**src/oes_pkg.sv**
```systemverilog
// Purpose: shared constants of the optical exposure sequencer
// Assumes: 100 MHz mclk
// Notes: register addresses are byte offsets on the two-wire port
package oes_pkg;
	localparam int CLK_MHZ = 100;
	localparam int CLK_HZ = CLK_MHZ * 1_000_000;
	localparam logic [6:0] DEV_ADDR = 7'h62;

	localparam logic [7:0] A_COUNT = 8'h07;
	localparam logic [7:0] A_DATA = 8'h08;
	localparam logic [7:0] A_SAMPLE_CFG = 8'h10;
	localparam logic [7:0] A_GPIO_CFG = 8'h11;
	localparam logic [7:0] A_STATUS = 8'h12;
	localparam logic [7:0] A_SLOTS12 = 8'h20;
	localparam logic [7:0] A_SLOTS34 = 8'h21;
	localparam logic [7:0] A_SLOTS56 = 8'h22;
	localparam logic [7:0] A_LED_AMP1 = 8'h23;
	localparam logic [7:0] A_LED_AMP2 = 8'h24;
	localparam logic [7:0] A_LED_AMP3 = 8'h25;
	localparam logic [7:0] A_LED_RANGE = 8'h26;
	localparam logic [7:0] RST_BYTE = 8'h00;
	localparam logic [7:0] RST_SAMPLE_CFG = 8'h0A;

	localparam int SR_LSB = 0;
	localparam int SR_W = 5;
	localparam int PW_LSB = 5;
	localparam int LP_BIT = 7;
	localparam int RANGE_W = 2;
	localparam logic [4:0] SR_MIN_CODE = 5'h0A;
	localparam logic [4:0] SR_MAX_CODE = 5'h13;
	localparam logic [4:0] SR_LP_MAX_CODE = 5'h0F;
	localparam int MIN_RATE_SPS = 8;
	localparam int RATE_PERIOD_MIN = CLK_HZ / MIN_RATE_SPS;
	localparam int TMR_W = 24;

	localparam logic [1:0] GPIO_OFF = 2'h0;
	localparam logic [1:0] GPIO_OUT = 2'h1;
	localparam logic [1:0] GPIO_SYNC = 2'h2;

	localparam int NUM_SLOTS = 6;
	localparam int NUM_LEDS = 3;
	localparam logic [3:0] C_NONE = 4'h0;
	localparam logic [3:0] C_LED1 = 4'h1;
	localparam logic [3:0] C_LED2 = 4'h2;
	localparam logic [3:0] C_LED3 = 4'h3;
	localparam logic [3:0] C_PILOT = 4'h8;
	localparam logic [3:0] C_AMBIENT = 4'h9;

	localparam int TAG_W = 5;
	localparam int DATA_W = 19;
	localparam int WORD_W = 24;
	localparam logic [4:0] TAG_PICKET_BASE = 5'h0D;
	localparam logic [4:0] TAG_PILOT = 5'h19;
	localparam logic [4:0] TAG_INVALID = 5'h1E;
	localparam int STORE_DEPTH = 128;
	localparam int BUF_DEPTH = 8;
	localparam logic [3:0] SYNC_INIT = 4'h7;

	localparam int PW_NS [4] = '{14800, 29400, 58700, 117300};
	localparam int CNT_W = 14;

	function automatic int ns_to_cyc(input int ns);
		return (ns * CLK_MHZ + 999) / 1000;
	endfunction
endpackage

```
**src/optical_exposure_sequencer.sv**
```systemverilog
// Purpose: exposure sequencing, sample tagging and result store
// Assumes: AFE answers convert_req with one adc_valid pulse
// Notes: two-wire port, GPIO and regulator enable sampled by mclk
// How it works
// [RULE1] Slots one to six stepped in order
// [RULE2] First none slot ends the sequence
// [RULE3] Codes one to three fire LED one-three
// [RULE4] Pilot on LED one, ambient with no LED
// [RULE5] Six nibbles in three bytes, reset zero
// [RULE6] Result store holds 128 entries
// [RULE7] Entries three bytes with five-bit tag
// [RULE8] Results pushed in slot order
// [RULE9] Picket fence pushes predicted value, own tag; code uses slot tags 4 to 6 for pickets in slots four to six
// [RULE10] Sample rate 8 to 4096 per second
// [RULE11] Low power only at 256 per second or less
// [RULE12] Pulse width 14.8 to 117.3 microseconds
// [RULE13] Per LED 8-bit current, four ranges
// [RULE14] Regulator enable low means shutdown
// [RULE15] GPIO output open-drain, only pulls low
// [RULE16] Host sync pulse held long enough low
// [RULE17] Tags one to six for slot results
// [RULE18] Tag in bits 23:19, data below
// [RULE19] Pilot results carry tag 11001
// [RULE20] Empty first slot: nothing exposed or pushed
`timescale 1ns/1ps
module optical_exposure_sequencer
	import oes_pkg::*;
#(
	parameter int RATE_PERIOD = RATE_PERIOD_MIN
) (
	input wire logic mclk,
	input wire logic resetn,
	input wire logic scl,
	input wire logic sda_i,
	output logic sda_o,
	output logic sda_oe,
	input wire logic gpio_i,
	output logic gpio_o,
	output logic gpio_oe,
	input wire logic regulator_enable_input,
	output logic [NUM_LEDS-1:0] led_on,
	output logic [7:0] led_current_code,
	output logic [RANGE_W-1:0] led_fullscale_range,
	output logic integrate,
	output logic pilot,
	output logic convert_req,
	output logic power_down,
	input wire logic adc_valid,
	input wire logic [DATA_W-1:0] adc_data,
	input wire logic adc_picket
);

	typedef enum logic [2:0] {
		S_IDLE = 3'h0, S_NEXT = 3'h1, S_EXPOSE = 3'h3,
		S_CONVERT = 3'h2, S_PUSH = 3'h6
	} seq_e;
	typedef enum logic [3:0] {
		I_IDLE = 4'h0, I_ADDR = 4'h1, I_AACK = 4'h3, I_REG = 4'h2,
		I_RACK = 4'h6, I_WDATA = 4'h7, I_WACK = 4'h5,
		I_RDATA = 4'hB, I_RDACK = 4'h9
	} i2c_e;

	logic [3:0] pins;
	logic scl_s, sda_s, gpio_s, reg_on;
	logic scl_p_q, sda_p_q, gpio_p_q;
	pin_sync #(.N(4), .INIT(SYNC_INIT)) u_sync (
		.clk(mclk),
		.rst_n(resetn),
		.d({regulator_enable_input, gpio_i, sda_i, scl}),
		.q(pins)
	);
	assign {reg_on, gpio_s, sda_s, scl_s} = pins;

	// Result path: sequencer -> 8-word buffer -> 128-entry store
	logic push_q, push_d, buf_ready, mid_valid, mid_ready;
	logic [WORD_W-1:0] word_q, word_d, mid_word, store_word;
	logic store_valid, store_pop;
	logic [7:0] store_count;
	stream_fifo #(.W(WORD_W), .DEPTH(BUF_DEPTH)) u_buf (
		.clk(mclk),
		.rst_n(resetn),
		.in_valid(push_q),
		.in_ready(buf_ready),
		.in_data(word_q),
		.out_valid(mid_valid),
		.out_ready(mid_ready),
		.out_data(mid_word),
		.count()
	);
	stream_fifo #(.W(WORD_W), .DEPTH(STORE_DEPTH)) u_store ( // RULE6 RULE7
		.clk(mclk),
		.rst_n(resetn),
		.in_valid(mid_valid),
		.in_ready(mid_ready),
		.in_data(mid_word),
		.out_valid(store_valid),
		.out_ready(store_pop),
		.out_data(store_word),
		.count(store_count)
	);

	// Two-wire slave and register file
	i2c_e ist_q, ist_d;
	logic [3:0] bit_q, bit_d;
	logic [7:0] sh_q, sh_d, tx_q, tx_d, ptr_q, ptr_d, rd_byte;
	logic rw_q, rw_d, oe_q, oe_d;
	logic [1:0] rdb_q, rdb_d;
	logic [7:0] slots_q [3], slots_d [3], amp_q [3], amp_d [3];
	logic [7:0] cfg_q, cfg_d, gcfg_q, gcfg_d, range_q, range_d;
	logic scl_rise, scl_fall, start_c, stop_c, do_load, do_wr;
	logic [WORD_W-1:0] rd_word;
	seq_e st_q, st_d;
	logic pd_q;

	assign scl_rise = scl_s & ~scl_p_q;
	assign scl_fall = ~scl_s & scl_p_q;
	assign start_c = scl_s & scl_p_q & sda_p_q & ~sda_s;
	assign stop_c = scl_s & scl_p_q & ~sda_p_q & sda_s;
	assign rd_word = store_valid ? store_word : {TAG_INVALID, DATA_W'(0)};

	always_comb begin
		case (ptr_q)
			A_COUNT: rd_byte = store_count;
			A_DATA: rd_byte = rd_word[(2 - rdb_q) * 8 +: 8];
			A_SAMPLE_CFG: rd_byte = cfg_q;
			A_GPIO_CFG: rd_byte = gcfg_q;
			A_STATUS: rd_byte = {5'h00, pd_q, st_q != S_IDLE, reg_on};
			A_SLOTS12: rd_byte = slots_q[0];
			A_SLOTS34: rd_byte = slots_q[1];
			A_SLOTS56: rd_byte = slots_q[2];
			A_LED_AMP1: rd_byte = amp_q[0];
			A_LED_AMP2: rd_byte = amp_q[1];
			A_LED_AMP3: rd_byte = amp_q[2];
			A_LED_RANGE: rd_byte = range_q;
			default: rd_byte = RST_BYTE;
		endcase
	end

	always_comb begin
		ist_d = ist_q;
		bit_d = bit_q;
		sh_d = sh_q;
		tx_d = tx_q;
		ptr_d = ptr_q;
		rw_d = rw_q;
		oe_d = oe_q;
		rdb_d = rdb_q;
		slots_d = slots_q;
		amp_d = amp_q;
		cfg_d = cfg_q;
		gcfg_d = gcfg_q;
		range_d = range_q;
		do_load = 1'b0;
		do_wr = 1'b0;
		store_pop = 1'b0;
		if (start_c) begin
			ist_d = I_ADDR;
			bit_d = '0;
			oe_d = 1'b0;
		end else if (stop_c) begin
			ist_d = I_IDLE;
			oe_d = 1'b0;
		end else if (scl_rise) begin
			if (ist_q inside {I_ADDR, I_REG, I_WDATA, I_RDACK})
				sh_d = {sh_q[6:0], sda_s};
			if (ist_q inside {I_ADDR, I_REG, I_WDATA, I_RDATA})
				bit_d = bit_q + 4'h1;
		end else if (scl_fall) begin
			case (ist_q)
				I_ADDR: if (bit_q == 4'h8) begin
					ist_d = (sh_q[7:1] == DEV_ADDR) ? I_AACK : I_IDLE;
					oe_d = (sh_q[7:1] == DEV_ADDR);
					rw_d = sh_q[0];
				end
				I_REG: if (bit_q == 4'h8) begin
					ptr_d = sh_q;
					rdb_d = '0;
					oe_d = 1'b1;
					ist_d = I_RACK;
				end
				I_WDATA: if (bit_q == 4'h8) begin
					do_wr = 1'b1;
					oe_d = 1'b1;
					ist_d = I_WACK;
					if (ptr_q != A_DATA)
						ptr_d = ptr_q + 8'h01;
				end
				I_AACK: begin
					oe_d = 1'b0;
					bit_d = '0;
					ist_d = I_REG;
					do_load = rw_q;
				end
				I_RACK, I_WACK: begin
					oe_d = 1'b0;
					bit_d = '0;
					ist_d = I_WDATA;
				end
				I_RDATA: if (bit_q == 4'h8) begin
					oe_d = 1'b0;
					ist_d = I_RDACK;
				end else begin
					oe_d = ~tx_q[6];
					tx_d = {tx_q[6:0], 1'b0};
				end
				I_RDACK: begin
					bit_d = '0;
					ist_d = I_IDLE;
					do_load = ~sh_q[0];
				end
				default: ist_d = I_IDLE;
			endcase
		end
		if (do_load) begin
			tx_d = rd_byte;
			oe_d = ~rd_byte[7];
			ist_d = I_RDATA;
			if (ptr_q == A_DATA) begin
				rdb_d = (rdb_q == 2'h2) ? 2'h0 : rdb_q + 2'h1;
				store_pop = (rdb_q == 2'h2) & store_valid;
			end else begin
				ptr_d = ptr_q + 8'h01;
			end
		end
		if (do_wr) begin
			case (ptr_q)
				A_SAMPLE_CFG: cfg_d = sh_q; // RULE10 RULE12
				A_GPIO_CFG: gcfg_d = sh_q;
				A_SLOTS12: slots_d[0] = sh_q; // RULE5
				A_SLOTS34: slots_d[1] = sh_q; // RULE5
				A_SLOTS56: slots_d[2] = sh_q; // RULE5
				A_LED_AMP1: amp_d[0] = sh_q; // RULE13
				A_LED_AMP2: amp_d[1] = sh_q; // RULE13
				A_LED_AMP3: amp_d[2] = sh_q; // RULE13
				A_LED_RANGE: range_d = sh_q; // RULE13
				default: ;
			endcase
		end
	end

	always_ff @(posedge mclk or negedge resetn) begin
		if (!resetn) begin
			ist_q <= I_IDLE;
			bit_q <= '0;
			sh_q <= RST_BYTE;
			tx_q <= RST_BYTE;
			ptr_q <= RST_BYTE;
			rw_q <= 1'b0;
			oe_q <= 1'b0;
			rdb_q <= '0;
			slots_q <= '{RST_BYTE, RST_BYTE, RST_BYTE};
			amp_q <= '{RST_BYTE, RST_BYTE, RST_BYTE};
			cfg_q <= RST_SAMPLE_CFG;
			gcfg_q <= RST_BYTE;
			range_q <= RST_BYTE;
			scl_p_q <= 1'b1;
			sda_p_q <= 1'b1;
		end else begin
			ist_q <= ist_d;
			bit_q <= bit_d;
			sh_q <= sh_d;
			tx_q <= tx_d;
			ptr_q <= ptr_d;
			rw_q <= rw_d;
			oe_q <= oe_d;
			rdb_q <= rdb_d;
			slots_q <= slots_d;
			amp_q <= amp_d;
			cfg_q <= cfg_d;
			gcfg_q <= gcfg_d;
			range_q <= range_d;
			scl_p_q <= scl_s;
			sda_p_q <= sda_s;
		end
	end

	// Sample timer, sync input, low power and GPIO output
	logic [TMR_W-1:0] tmr_q, tmr_d, period;
	logic [SR_W-1:0] sr;
	logic tick_q, tick_d, pd_d, goe_q, goe_d, lp_ok;

	always_comb begin
		sr = cfg_q[SR_LSB +: SR_W];
		if (sr < SR_MIN_CODE)
			sr = SR_MIN_CODE;
		else if (sr > SR_MAX_CODE)
			sr = SR_MAX_CODE;
		period = TMR_W'(RATE_PERIOD) >> (sr - SR_MIN_CODE); // RULE10
		lp_ok = cfg_q[LP_BIT] & (sr <= SR_LP_MAX_CODE);
		tmr_d = (tmr_q == '0) ? period - 1'b1 : tmr_q - 1'b1;
		tick_d = (tmr_q == '0);
		if (gcfg_q[1:0] == GPIO_SYNC)
			tick_d = gpio_p_q & ~gpio_s; // RULE16
		if (!reg_on) begin
			tmr_d = '0;
			tick_d = 1'b0;
		end
		pd_d = lp_ok & reg_on & (st_d == S_IDLE); // RULE11
		goe_d = (gcfg_q[1:0] == GPIO_OUT) & store_valid; // RULE15
	end

	always_ff @(posedge mclk or negedge resetn) begin
		if (!resetn) begin
			tmr_q <= '0;
			tick_q <= 1'b0;
			pd_q <= 1'b0;
			goe_q <= 1'b0;
			gpio_p_q <= 1'b1;
		end else begin
			tmr_q <= tmr_d;
			tick_q <= tick_d;
			pd_q <= pd_d;
			goe_q <= goe_d;
			gpio_p_q <= gpio_s;
		end
	end

	// Exposure sequencer
	logic [2:0] slot_q, slot_d;
	logic [3:0] code;
	logic [CNT_W-1:0] cnt_q, cnt_d;
	logic [NUM_LEDS-1:0] led_q, led_d;
	logic [7:0] cur_q, cur_d;
	logic [RANGE_W-1:0] rng_q, rng_d;
	logic integ_q, integ_d, pil_q, pil_d, conv_q, conv_d;
	logic [TAG_W-1:0] tag;
	logic [1:0] li;
	logic [4*NUM_SLOTS-1:0] slot_word;

	always_comb begin
		slot_word = {slots_q[2], slots_q[1], slots_q[0]};
		code = (slot_q < 3'(NUM_SLOTS)) ?
			slot_word[{slot_q, 2'b00} +: 4] : C_NONE;
		li = (code == C_LED2) ? 2'h1 : (code == C_LED3) ? 2'h2 : 2'h0;
		if (code == C_PILOT)
			tag = TAG_PILOT; // RULE19
		else if (adc_picket && slot_q < 3'(NUM_LEDS))
			tag = TAG_PICKET_BASE + TAG_W'(slot_q); // RULE9
		else
			tag = TAG_W'(slot_q) + 5'h01; // RULE17
		st_d = st_q;
		slot_d = slot_q;
		cnt_d = cnt_q;
		led_d = led_q;
		cur_d = cur_q;
		rng_d = rng_q;
		integ_d = integ_q;
		pil_d = pil_q;
		push_d = push_q;
		word_d = word_q;
		conv_d = 1'b0;
		case (st_q)
			S_IDLE: if (tick_q) begin
				slot_d = '0; // RULE1
				st_d = S_NEXT;
			end
			S_NEXT: if (code == C_NONE) begin
				st_d = S_IDLE; // RULE2 RULE20
			end else if (code inside {C_LED1, C_LED2, C_LED3, C_PILOT,
					C_AMBIENT}) begin
				st_d = S_EXPOSE;
				cnt_d = CNT_W'(ns_to_cyc(PW_NS[cfg_q[PW_LSB +: 2]])); // RULE12
				integ_d = 1'b1;
				pil_d = (code == C_PILOT); // RULE4
				led_d = (code == C_AMBIENT) ? '0 : // RULE4
					NUM_LEDS'(1) << li; // RULE3
				cur_d = amp_q[li]; // RULE13
				rng_d = range_q[li * RANGE_W +: RANGE_W]; // RULE13
			end else begin
				slot_d = slot_q + 3'h1;
			end
			S_EXPOSE: begin
				cnt_d = cnt_q - 1'b1;
				if (cnt_q <= CNT_W'(1)) begin
					integ_d = 1'b0;
					pil_d = 1'b0;
					led_d = '0;
					conv_d = 1'b1;
					st_d = S_CONVERT;
				end
			end
			S_CONVERT: if (adc_valid) begin
				word_d = {tag, adc_data}; // RULE18
				push_d = 1'b1;
				st_d = S_PUSH;
			end
			S_PUSH: if (buf_ready) begin
				push_d = 1'b0;
				slot_d = slot_q + 3'h1; // RULE8
				st_d = S_NEXT;
			end
			default: st_d = S_IDLE;
		endcase
		if (!reg_on) begin
			st_d = S_IDLE; // RULE14
			led_d = '0;
			integ_d = 1'b0;
			pil_d = 1'b0;
			push_d = 1'b0;
		end
	end

	always_ff @(posedge mclk or negedge resetn) begin
		if (!resetn) begin
			st_q <= S_IDLE;
			slot_q <= '0;
			cnt_q <= '0;
			led_q <= '0;
			cur_q <= RST_BYTE;
			rng_q <= '0;
			integ_q <= 1'b0;
			pil_q <= 1'b0;
			conv_q <= 1'b0;
			push_q <= 1'b0;
			word_q <= '0;
		end else begin
			st_q <= st_d;
			slot_q <= slot_d;
			cnt_q <= cnt_d;
			led_q <= led_d;
			cur_q <= cur_d;
			rng_q <= rng_d;
			integ_q <= integ_d;
			pil_q <= pil_d;
			conv_q <= conv_d;
			push_q <= push_d;
			word_q <= word_d;
		end
	end

	assign sda_o = 1'b0;
	assign sda_oe = oe_q;
	assign gpio_o = 1'b0;
	assign gpio_oe = goe_q;
	assign led_on = led_q;
	assign led_current_code = cur_q;
	assign led_fullscale_range = rng_q;
	assign integrate = integ_q;
	assign pilot = pil_q;
	assign convert_req = conv_q;
	assign power_down = pd_q;
endmodule

```
**src/pin_sync.sv**
```systemverilog
// Purpose: two-flop synchroniser for pins sampled by mclk
// Assumes: levels only, one flop pair per bit
// Notes: INIT gives the idle level each bit shows in reset
`timescale 1ns/1ps
module pin_sync #(
	parameter int N = 1,
	parameter logic [N-1:0] INIT = '0
) (
	input wire logic clk,
	input wire logic rst_n,
	input wire logic [N-1:0] d,
	output logic [N-1:0] q
);
	logic [N-1:0] meta_q;

	genvar i;
	generate
		for (i = 0; i < N; i++) begin : g_bit
			always_ff @(posedge clk or negedge rst_n) begin
				if (!rst_n) begin
					meta_q[i] <= INIT[i];
					q[i] <= INIT[i];
				end else begin
					meta_q[i] <= d[i];
					q[i] <= meta_q[i];
				end
			end
		end
	endgenerate
endmodule

```
**src/stream_fifo.sv**
```systemverilog
// Purpose: valid/ready FIFO used as data buffer and result store
// Assumes: DEPTH is a power of two
// Notes: full stalls the writer through in_ready
`timescale 1ns/1ps
module stream_fifo #(
	parameter int W = 24,
	parameter int DEPTH = 8,
	parameter int CW = $clog2(DEPTH + 1)
) (
	input wire logic clk,
	input wire logic rst_n,
	input wire logic in_valid,
	output logic in_ready,
	input wire logic [W-1:0] in_data,
	output logic out_valid,
	input wire logic out_ready,
	output logic [W-1:0] out_data,
	output logic [CW-1:0] count
);
	localparam int AW = $clog2(DEPTH);
	logic [W-1:0] mem [DEPTH];
	logic [AW-1:0] wp_q, wp_d, rp_q, rp_d;
	logic [CW-1:0] cnt_q, cnt_d;
	logic push, pop;

	assign in_ready = (cnt_q != CW'(DEPTH));
	assign out_valid = (cnt_q != '0);
	assign out_data = mem[rp_q];
	assign count = cnt_q;

	always_comb begin
		push = in_valid & in_ready;
		pop = out_valid & out_ready;
		wp_d = push ? wp_q + 1'b1 : wp_q;
		rp_d = pop ? rp_q + 1'b1 : rp_q;
		cnt_d = cnt_q + CW'(push) - CW'(pop);
	end

	always_ff @(posedge clk or negedge rst_n) begin
		if (!rst_n) begin
			wp_q <= '0;
			rp_q <= '0;
			cnt_q <= '0;
		end else begin
			wp_q <= wp_d;
			rp_q <= rp_d;
			cnt_q <= cnt_d;
		end
	end

	always_ff @(posedge clk) begin
		if (push) begin
			mem[wp_q] <= in_data;
		end
	end
endmodule

```
**config.mk**
```make
export PLATFORM = sky130hd
export DESIGN_NAME = optical_exposure_sequencer
export DESIGN_NICKNAME = d
export VERILOG_FILES = /design/src/oes_pkg.sv /design/src/optical_exposure_sequencer.sv /design/src/pin_sync.sv /design/src/stream_fifo.sv
export SDC_FILE = /design/constraint.sdc
export NUM_CORES = 2
export LEC_CHECK = 0
export ABC_AREA = 0
export BUFFER_PORTS_ARGS = -buffer_cell sky130_fd_sc_hd__buf_2
export CAP_MARGIN = 5
export CORE_MARGIN = 3
export CORE_UTILIZATION = 29
export CTS_BUF_LIST = sky130_fd_sc_hd__clkbuf_4 sky130_fd_sc_hd__clkbuf_8 sky130_fd_sc_hd__clkbuf_16
export DETAILED_ROUTE_END_ITERATION = 7
export PLACE_DENSITY = 0.54
export SYNTH_ARGS = -nofsm -noshare
export SYNTH_HDL_FRONTEND = slang
export SYNTH_SLANG_ARGS = --single-unit
export TNS_END_PERCENT = 1
```
**constraint.sdc**
```tcl
create_clock -name mclk -period 3.9 [get_ports mclk]
set_clock_uncertainty 0.05 [all_clocks]
set_input_delay 0 -clock mclk [delete_from_list [all_inputs] [get_ports mclk]]
set_output_delay 0 -clock mclk [all_outputs]
set_load 0.005 [all_outputs]
```
Word level (Yosys, flattened, before mapping)
Memories as Yosys holds them, arrays and structs flattened.
Index checks and enable logic that the tools add are counted.
{ "word_totals": {"reg_bits": 238, "latchBits": 0, "mem_bits_rw": 3264, "rom_bits": 0, "inputBits": 27, "output_inout_bits": 21, "elab_cells": 346, "n_memories": 2} }
{ "mem_list": {"columns": ["name", "words", "width", "read_ports", "rd_clocked_by_memory_dff", "wr", "line", "source"], "rows": [
  ["u_store.mem", 128, 24, 1, 0, 1, "stream_fifo.sv:21", "logic [W-1:0] mem [DEPTH];"],
  ["u_buf.mem", 8, 24, 1, 0, 1, "stream_fifo.sv:21", null]
]} }
{ "classes": {"n_addsub": 20, "multipliers": 1, "n_div": 1, "order_cmp": 8, "n_eq_ne": 61, "n_shift": 5, "muxes": 125, "n_bitwise": 30, "reduce_logical": 44} }
{ "op_table": {"columns": ["op", "n"], "rows": [
  ["one-hot mux 8 bit (12 select lines)", 1],
  ["2-to-1 mux 8 bit", 11],
  ["2-to-1 mux 24 bit", 3],
  ["binary-select mux 32 bit (select 2 bit)", 1],
  ["2-to-1 mux 32 bit", 2],
  ["2-to-1 mux 4 bit", 16],
  ["== test 8 x 6 -> 1 bit, second input constant", 7],
  ["2-to-1 mux 7 bit", 7],
  ["2-to-1 mux 3 bit", 16],
  ["subtractor 24 x 1 -> 24 bit, second input constant", 2],
  ["2-to-1 mux 1 bit", 38],
  ["indexed part select 24 x 33 -> 8 bit", 1],
  ["adder 32 x 11 -> 32 bit, second input constant", 1],
  ["divider 32 x 11 -> 32 bit, second input constant", 1],
  ["multiplier 32 x 6 -> 30 bit, second input constant", 1],
  ["2-to-1 mux 14 bit", 2],
  ["one-hot mux 14 bit (2 select lines)", 1],
  ["== test 8 x 5 -> 1 bit, second input constant", 3],
  ["zero test 24 bit", 1],
  ["2-to-1 mux 2 bit", 12],
  ["one-hot mux 4 bit (6 select lines)", 1],
  ["indexed part select 24 x 6 -> 4 bit", 1],
  ["right shift 24 x 5 -> 24 bit, first input constant", 1],
  ["== test 4 bit, second input constant", 5],
  ["73 further kinds", 160]
]} }

Depth between registers and ports, before layout
{ "logic_depth": {"depth_word": 11, "mapped_depth": 19, "ltp_nobuf": 18} }

By module
A second synthesis with hierarchy kept.
{ "hier_totals": {"cells_unflattened": 7052, "hier_area_um2": 138983.3} }
{ "by_module_without_submodules": {"columns": ["mod", "instances", "cells_per_inst", "area_per_inst_um2", "seq_area_each_um2"], "rows": [
  ["stream_fifo (u_store)", 1, 5423, 118819.0, 92799.0],
  ["optical_exposure_sequencer", 1, 1288, 12121.6, 4961.0],
  ["stream_fifo (u_buf)", 1, 333, 7835.0, 6015.8],
  ["pin_sync", 1, 8, 207.7, 207.7]
]} }

Worst setup path after synthesis
Ideal clock, no wire load.
{ "synth_timing": {"path_type": "register to register", "start": "reg cfg_q[4]", "end": "reg tmr_q[22]", "setup_time_ps": 119, "arrival_time_ps": 3938, "required_time_ps": 3731, "path_slack_ps": -207, "path_stages_with_launch": 17, "n_path_buf": 2, "period_less_slack_ps": 4107, "path_cell_list": "dfrtp_1 -> buf_2 -> or3b_2 -> a21o_1 -> ha_1 -> clkbuf_1 -> or2_2 -> o41ai_1 -> a222oi_1 -> a22o_1 -> a21oi_1 -> ha_1 -> nand3_1 -> nor4_2 -> nand4_1 -> xor2_1 -> and2_1"} }
{ "synth_between": {"elab_chain_len": 8, "word_cells_on_any_way": 9, "classes_between": "2 x add/sub; 2 x order compare; 1 x shift; 4 x mux"} }
{ "synth_lines": {"columns": ["item", "line", "source"], "rows": [
  ["start: declaration", "optical_exposure_sequencer.sv:109", "logic [7:0] cfg_q, cfg_d, gcfg_q, gcfg_d, range_q, range_d;"],
  ["start signal: assignment", "optical_exposure_sequencer.sv:269", "cfg_q <= cfg_d;"],
  ["> comparator 5 bit", "optical_exposure_sequencer.sv:286", "else if (sr > SR_MAX_CODE)"],
  ["2-to-1 mux 5 bit", "optical_exposure_sequencer.sv:286", null],
  ["2-to-1 mux 5 bit *", "optical_exposure_sequencer.sv:284", "if (sr < SR_MIN_CODE)"],
  ["subtractor 5 x 4 -> 5 bit *", "optical_exposure_sequencer.sv:288", "period = TMR_W'(RATE_PERIOD) >> (sr - SR_MIN_CODE);"],
  ["right shift 24 x 5 -> 24 bit *", "optical_exposure_sequencer.sv:288", null],
  ["subtractor 24 x 1 -> 24 bit *", "optical_exposure_sequencer.sv:290", "tmr_d = (tmr_q == '0) ? period - 1'b1 : tmr_q - 1'b1;"],
  ["2-to-1 mux 24 bit *", "optical_exposure_sequencer.sv:290", null],
  ["2-to-1 mux 24 bit *", "optical_exposure_sequencer.sv:294", "if (!reg_on) begin"],
  ["via tmr_d[22]", "optical_exposure_sequencer.sv:278", "logic [TMR_W-1:0] tmr_q, tmr_d, period;"],
  ["end signal: assignment", "optical_exposure_sequencer.sv:310", "tmr_q <= tmr_d;"],
  ["end: declaration", "optical_exposure_sequencer.sv:278", null]
]} }
The timed path passes the listed nets; every way through them passes the cells marked *.
A chain may end at the register's enable or synchronous reset.

Worst setup path after layout
{ "layout_timing": {"start": "reg u_store.rp_q[1]", "end": "reg tx_q[3]"} }
{ "layout_between": {"elab_chain_len": 5} }
{ "layout_lines": {"columns": ["item", "line", "source"], "rows": [
  ["start: declaration", "stream_fifo.sv:22", "logic [AW-1:0] wp_q, wp_d, rp_q, rp_d;"],
  ["start signal: assignment", "stream_fifo.sv:46", "rp_q <= rp_d;"],
  ["memory (128 x 24 bit)", null, null],
  ["2-to-1 mux 24 bit", "optical_exposure_sequencer.sv:119", "assign rd_word = store_valid ? store_word : {TAG_INVALID, DATA_W'(0)};"],
  ["indexed part select 24 x 33 -> 8 bit", "optical_exposure_sequencer.sv:124", "A_DATA: rd_byte = rd_word[(2 - rdb_q) * 8 +: 8];"],
  ["one-hot mux 8 bit (12 select lines)", "optical_exposure_sequencer.sv:122", "case (ptr_q)"],
  ["2-to-1 mux 7 bit", "optical_exposure_sequencer.sv:214", "if (do_load) begin"],
  ["end signal: assignment", "optical_exposure_sequencer.sv:262", "tx_q <= tx_d;"],
  ["end: declaration", "optical_exposure_sequencer.sv:105", "logic [7:0] sh_q, sh_d, tx_q, tx_d, ptr_q, ptr_d, rd_byte;"]
]} }
Every way passes these cells.

==> impl_metrics.py <==
metrics = {
    "floorplanning": {
        "fp.dieW_um": 696,
        "core_area_mm2": 0.473,
        "dieArea_mm2": 0.485,
        "die_h_um": 696,
        "io_pins": 48,
        "rows": 252,
        "start_util": 0.292,
    },
    "final_layout": {
        "final_nets": 7000,
        "stdcell_count": 13435,
        "drive_gt1_frac": 0.349,
        "syn_to_final_growth_pct": 19.2,
        "final_cell_area_mm2": 0.165,
    },
    "synth": {
        "postSynthAreaPerCell_um2": 22.0,
        "yosysMostFrequentCell": "edfxtp_1",
        "synthTopCellsByCount": "edfxtp_1 (3,264), mux4_2 (1,053), nor2_1 (254), dfrtp_1 (227), clkbuf_1 (199)",
        "netlist_area_mm2": 0.138,
        "synthTopCellsByArea": "edfxtp_1 (71%), mux4_2 (17%), dfrtp_1 (4.1%), mux2_2 (1.1%), nor2_1 (0.69%)",
        "synth_edf_count": 3264,
        "synthArstFlopShare": 0.0680,
        "ys_ff_latch": 3502,
        "netlist_instances": 6283,
        "ys_types": 82,
        "ys_warn_count": 0,
        "yosys_most_used_dff": "edfxtp_1",
        "yosysSeqAreaShare": 0.752,
        "yosysTopAreaCell": "edfxtp_1",
        "synth_top_area_frac": 0.709,
    },
    "timing": {
        "tns_ps": 0,
        "rsz0062_at_grt": "yes",
        "maxSlewViolCount": 0,
        "finalSetupViolCount": 0,
        "post-route-min-period_ps": 3840,
        "worst_slew_pin_slew_ps": 1210,
        "slew_headroom": 0.191,
        "holdWs_ps": 106,
        "max_freq_mhz": 260,
        "post-route-period-util": 0.985,
        "hold_viol_final": 0,
    },
    "setup_path": {
        "path_common_cell": "mux4_2",
        "worstSetupStartpointType": "flip-flop",
        "crit_buf_inv": 3,
        "r2r_cells": 10,
        "crit_fanout": 29,
        "crit-reg2reg-launch": "u_store.rp_q[1]$_DFFE_PN0P_",
        "crit_path_top_delay_cell": "mux4_2",
        "crit_arrival_ps": 4590,
        "rrSetupSlack_ps": 60,
        "endpoint": "tx_q[3]$_DFFE_PN0P_",
        "required_ps": 4650,
        "cpLargestDelayFamily": "multiplexers",
        "cp-startpoint": "u_store.rp_q[1]$_DFFE_PN0P_",
        "critPathMaxStageDelay_ps": 590,
        "crit_type": "flip-flop to flip-flop",
        "cp.depth": 10,
        "crit_chain": "buf_4, buf_12, buf_6, mux4_2, mux4_2, mux4_2, mux2i_1, nor2_1, a21oi_1, o221ai_1",
        "endpoint_kind": "flip-flop",
        "reg2reg_to": "tx_q[3]$_DFFE_PN0P_",
    },
    "clock_tree": {
        "h-tree-depth": 5,
        "cts_made_buffers": 370,
        "cts-root-buf": "clkbuf_16",
        "clock_latency_ps": 950,
        "ctsLongestPathBuffers": 4,
        "path_clk_slew_ps": 60,
        "cts_tree": "built",
        "clock_sinks": 3502,
    },
    "grt": {
        "grt_pass1_wl_um": 523000,
        "gr-usage-all-layers": 0.148,
        "overflow": 0,
        "grt_pass1_vias": 70295,
        "grt_max_degree": 129,
        "antenna_found_initial": 12,
    },
    "min_path": {
        "worstHoldStart": "adc_valid",
        "hp-class": "primary input to flip-flop",
    },
    "route": {
        "drtPass1Iterations": 8,
        "first_iter_violations": 7511,
        "postRouteAntennaNets": 0,
        "wl_um": 366000,
        "wl_per_cell_um": 27.2,
        "viasPerCell": 5.05,
        "vias": 67906,
        "drc": 0,
    },
    "placement": {
        "port_buffers": 45,
        "gp_congestion": 0.825,
        "dpl.cell_count": 12666,
        "dp_hpwl_um": 210000,
        "placed_cell_area_mm2": 0.151,
    },
    "run_status": {
        "status": "complete, no violations",
    },
    "pwr": {
        "p_leak_uw": 0.0461,
        "vdd_ir_drop_max_uv": 382,
        "power.density_mw_per_mm2": 474,
    },
    "job": {
        "max_cap_viol_count": 0,
    },
}
-- per-layer routing --
layer  part of all wire  vias up  GRT usage
li1                   -    27706          -
met5           0.000036        -          0
met2               0.49     2304      0.245
met1               0.43    37380      0.205
met3              0.060      514     0.0225
met4              0.024        2     0.0356
-- worst min path at each step --
stage | slack [ps] | depth (start not counted) | endpoint
5_1_grt | 100 | 5 | st_q[2]$_DFF_PN0_
4_1_cts | 20 | 5 | st_q[2]$_DFF_PN0_
6_report | 110 | 5 | st_q[2]$_DFF_PN0_
3_5_place_dp | 70 | 1 | u_sync.meta_q[2]$_DFF_PN1_
2_1_floorplan | -350 | 0 | amp_q[0]$_DFFE_PN0P_
3_3_place_gp | 60 | 1 | u_sync.meta_q[2]$_DFF_PN1_
-- sequential cells by signal, summed over array words and instances (netlist names), 7 cells and up --
register,count
u_store.count,8
range_q,8
amp_q,24
ptr_q,8
gcfg_q,8
u_store.wp_q,7
cnt_q,14
tx_q,7
led_current_code,8
u_buf.mem,192
sh_q,8
cfg_q,8
word_q,24
tmr_q,24
slot_word,24
u_store.rp_q,7
u_store.mem,3072
-- layout by cell type (no fill, tap or decap), types with 28 or more instances in the layout --
| cell | netlist | layout |
|---|---|---|
| edfxtp_1 | 3264 | 3264 |
| mux4_2 | 1053 | 1053 |
| clkbuf_16 | 0 | 377 |
| buf_4 | 16 | 296 |
| dfrtp_1 | 227 | 217 |
| buf_12 | 0 | 163 |
| nand2_1 | 125 | 122 |
| nor2_1 | 254 | 120 |
| mux2_2 | 139 | 115 |
| nor2_4 | 0 | 112 |
| a21oi_1 | 93 | 92 |
| o21ai_0 | 85 | 85 |
| clkinv_1 | 2 | 81 |
| clkinv_2 | 0 | 74 |
| dlygate4sd3_1 | 0 | 71 |
| ha_1 | 69 | 67 |
| clkbuf_4 | 0 | 66 |
| inv_1 | 66 | 65 |
| nand3_1 | 55 | 50 |
| buf_2 | 91 | 44 |
| bufinv_16 | 0 | 39 |
| nor2b_1 | 37 | 37 |
| and2_1 | 29 | 29 |
| xnor2_1 | 30 | 29 |
| mux2i_1 | 30 | 29 |
| nor3_1 | 32 | 28 |
-- final cells by class --
class	instances	area [µm²]
Sequential cell	3502	104000
Clock inverter	222	2280
Clock buffer	455	10100
Tap cell	6223	7790
Timing Repair Buffer	587	6690
Antenna cell	5	12.5
Inverter	68	259
Fill cell	43390	308000
Multi-Input combinational cell	2373	33700
-- per-stage QoR --
stage	total power [µW]	util	worst slack, ps
5_1_grt	80600	0.348	-49.1
3_3_place_gp	43200	0.320	-528
3_5_place_dp	43200	0.320	-544
6_report	78100	0.348	60.3
4_1_cts	78800	0.348	22.5
2_1_floorplan	42600	-	-29.3
-- cell families after synthesis --
family          after synthesis  synth area share
compound gates              370            0.0177
xor+xnor                     56           0.00355
fa+ha+maj                    72           0.00661
buf+inv                     410            0.0126
flops                      3502             0.752
mux                        1222             0.185
other cells                   1         0.0000271
simple gates                650            0.0222
-- power by group --
group          internal, µW  switching [µW]
sequential            40700             304
combinational           662             868
clock                 21000           14600
total                 62300           15800
-- repair_timing --
| action | 4_1_cts | 5_1_grt |
|---|---|---|
| cloned | 0 | 2 |
| endpoints found under the setup margin | 3 | 23 |
| setup buffers | 8 | 5 |
| pin swaps | 0 | 9 |
| hold endpoints to repair | 258 | 0 |
| gates resized for setup | 3 | 23 |
| hold buffers | 72 | 0 |
-- worst reg2reg max path, stage by stage (launching register included) --
cell,delay (ps)
dfrtp_4,450
buf_4,280
buf_12,270
buf_6,360
mux4_2,390
mux4_2,590
mux4_2,510
mux2i_1,340
nor2_1,160
a21oi_1,170
o221ai_1,130
Note: power is estimated with default switching activity, not from simulation.
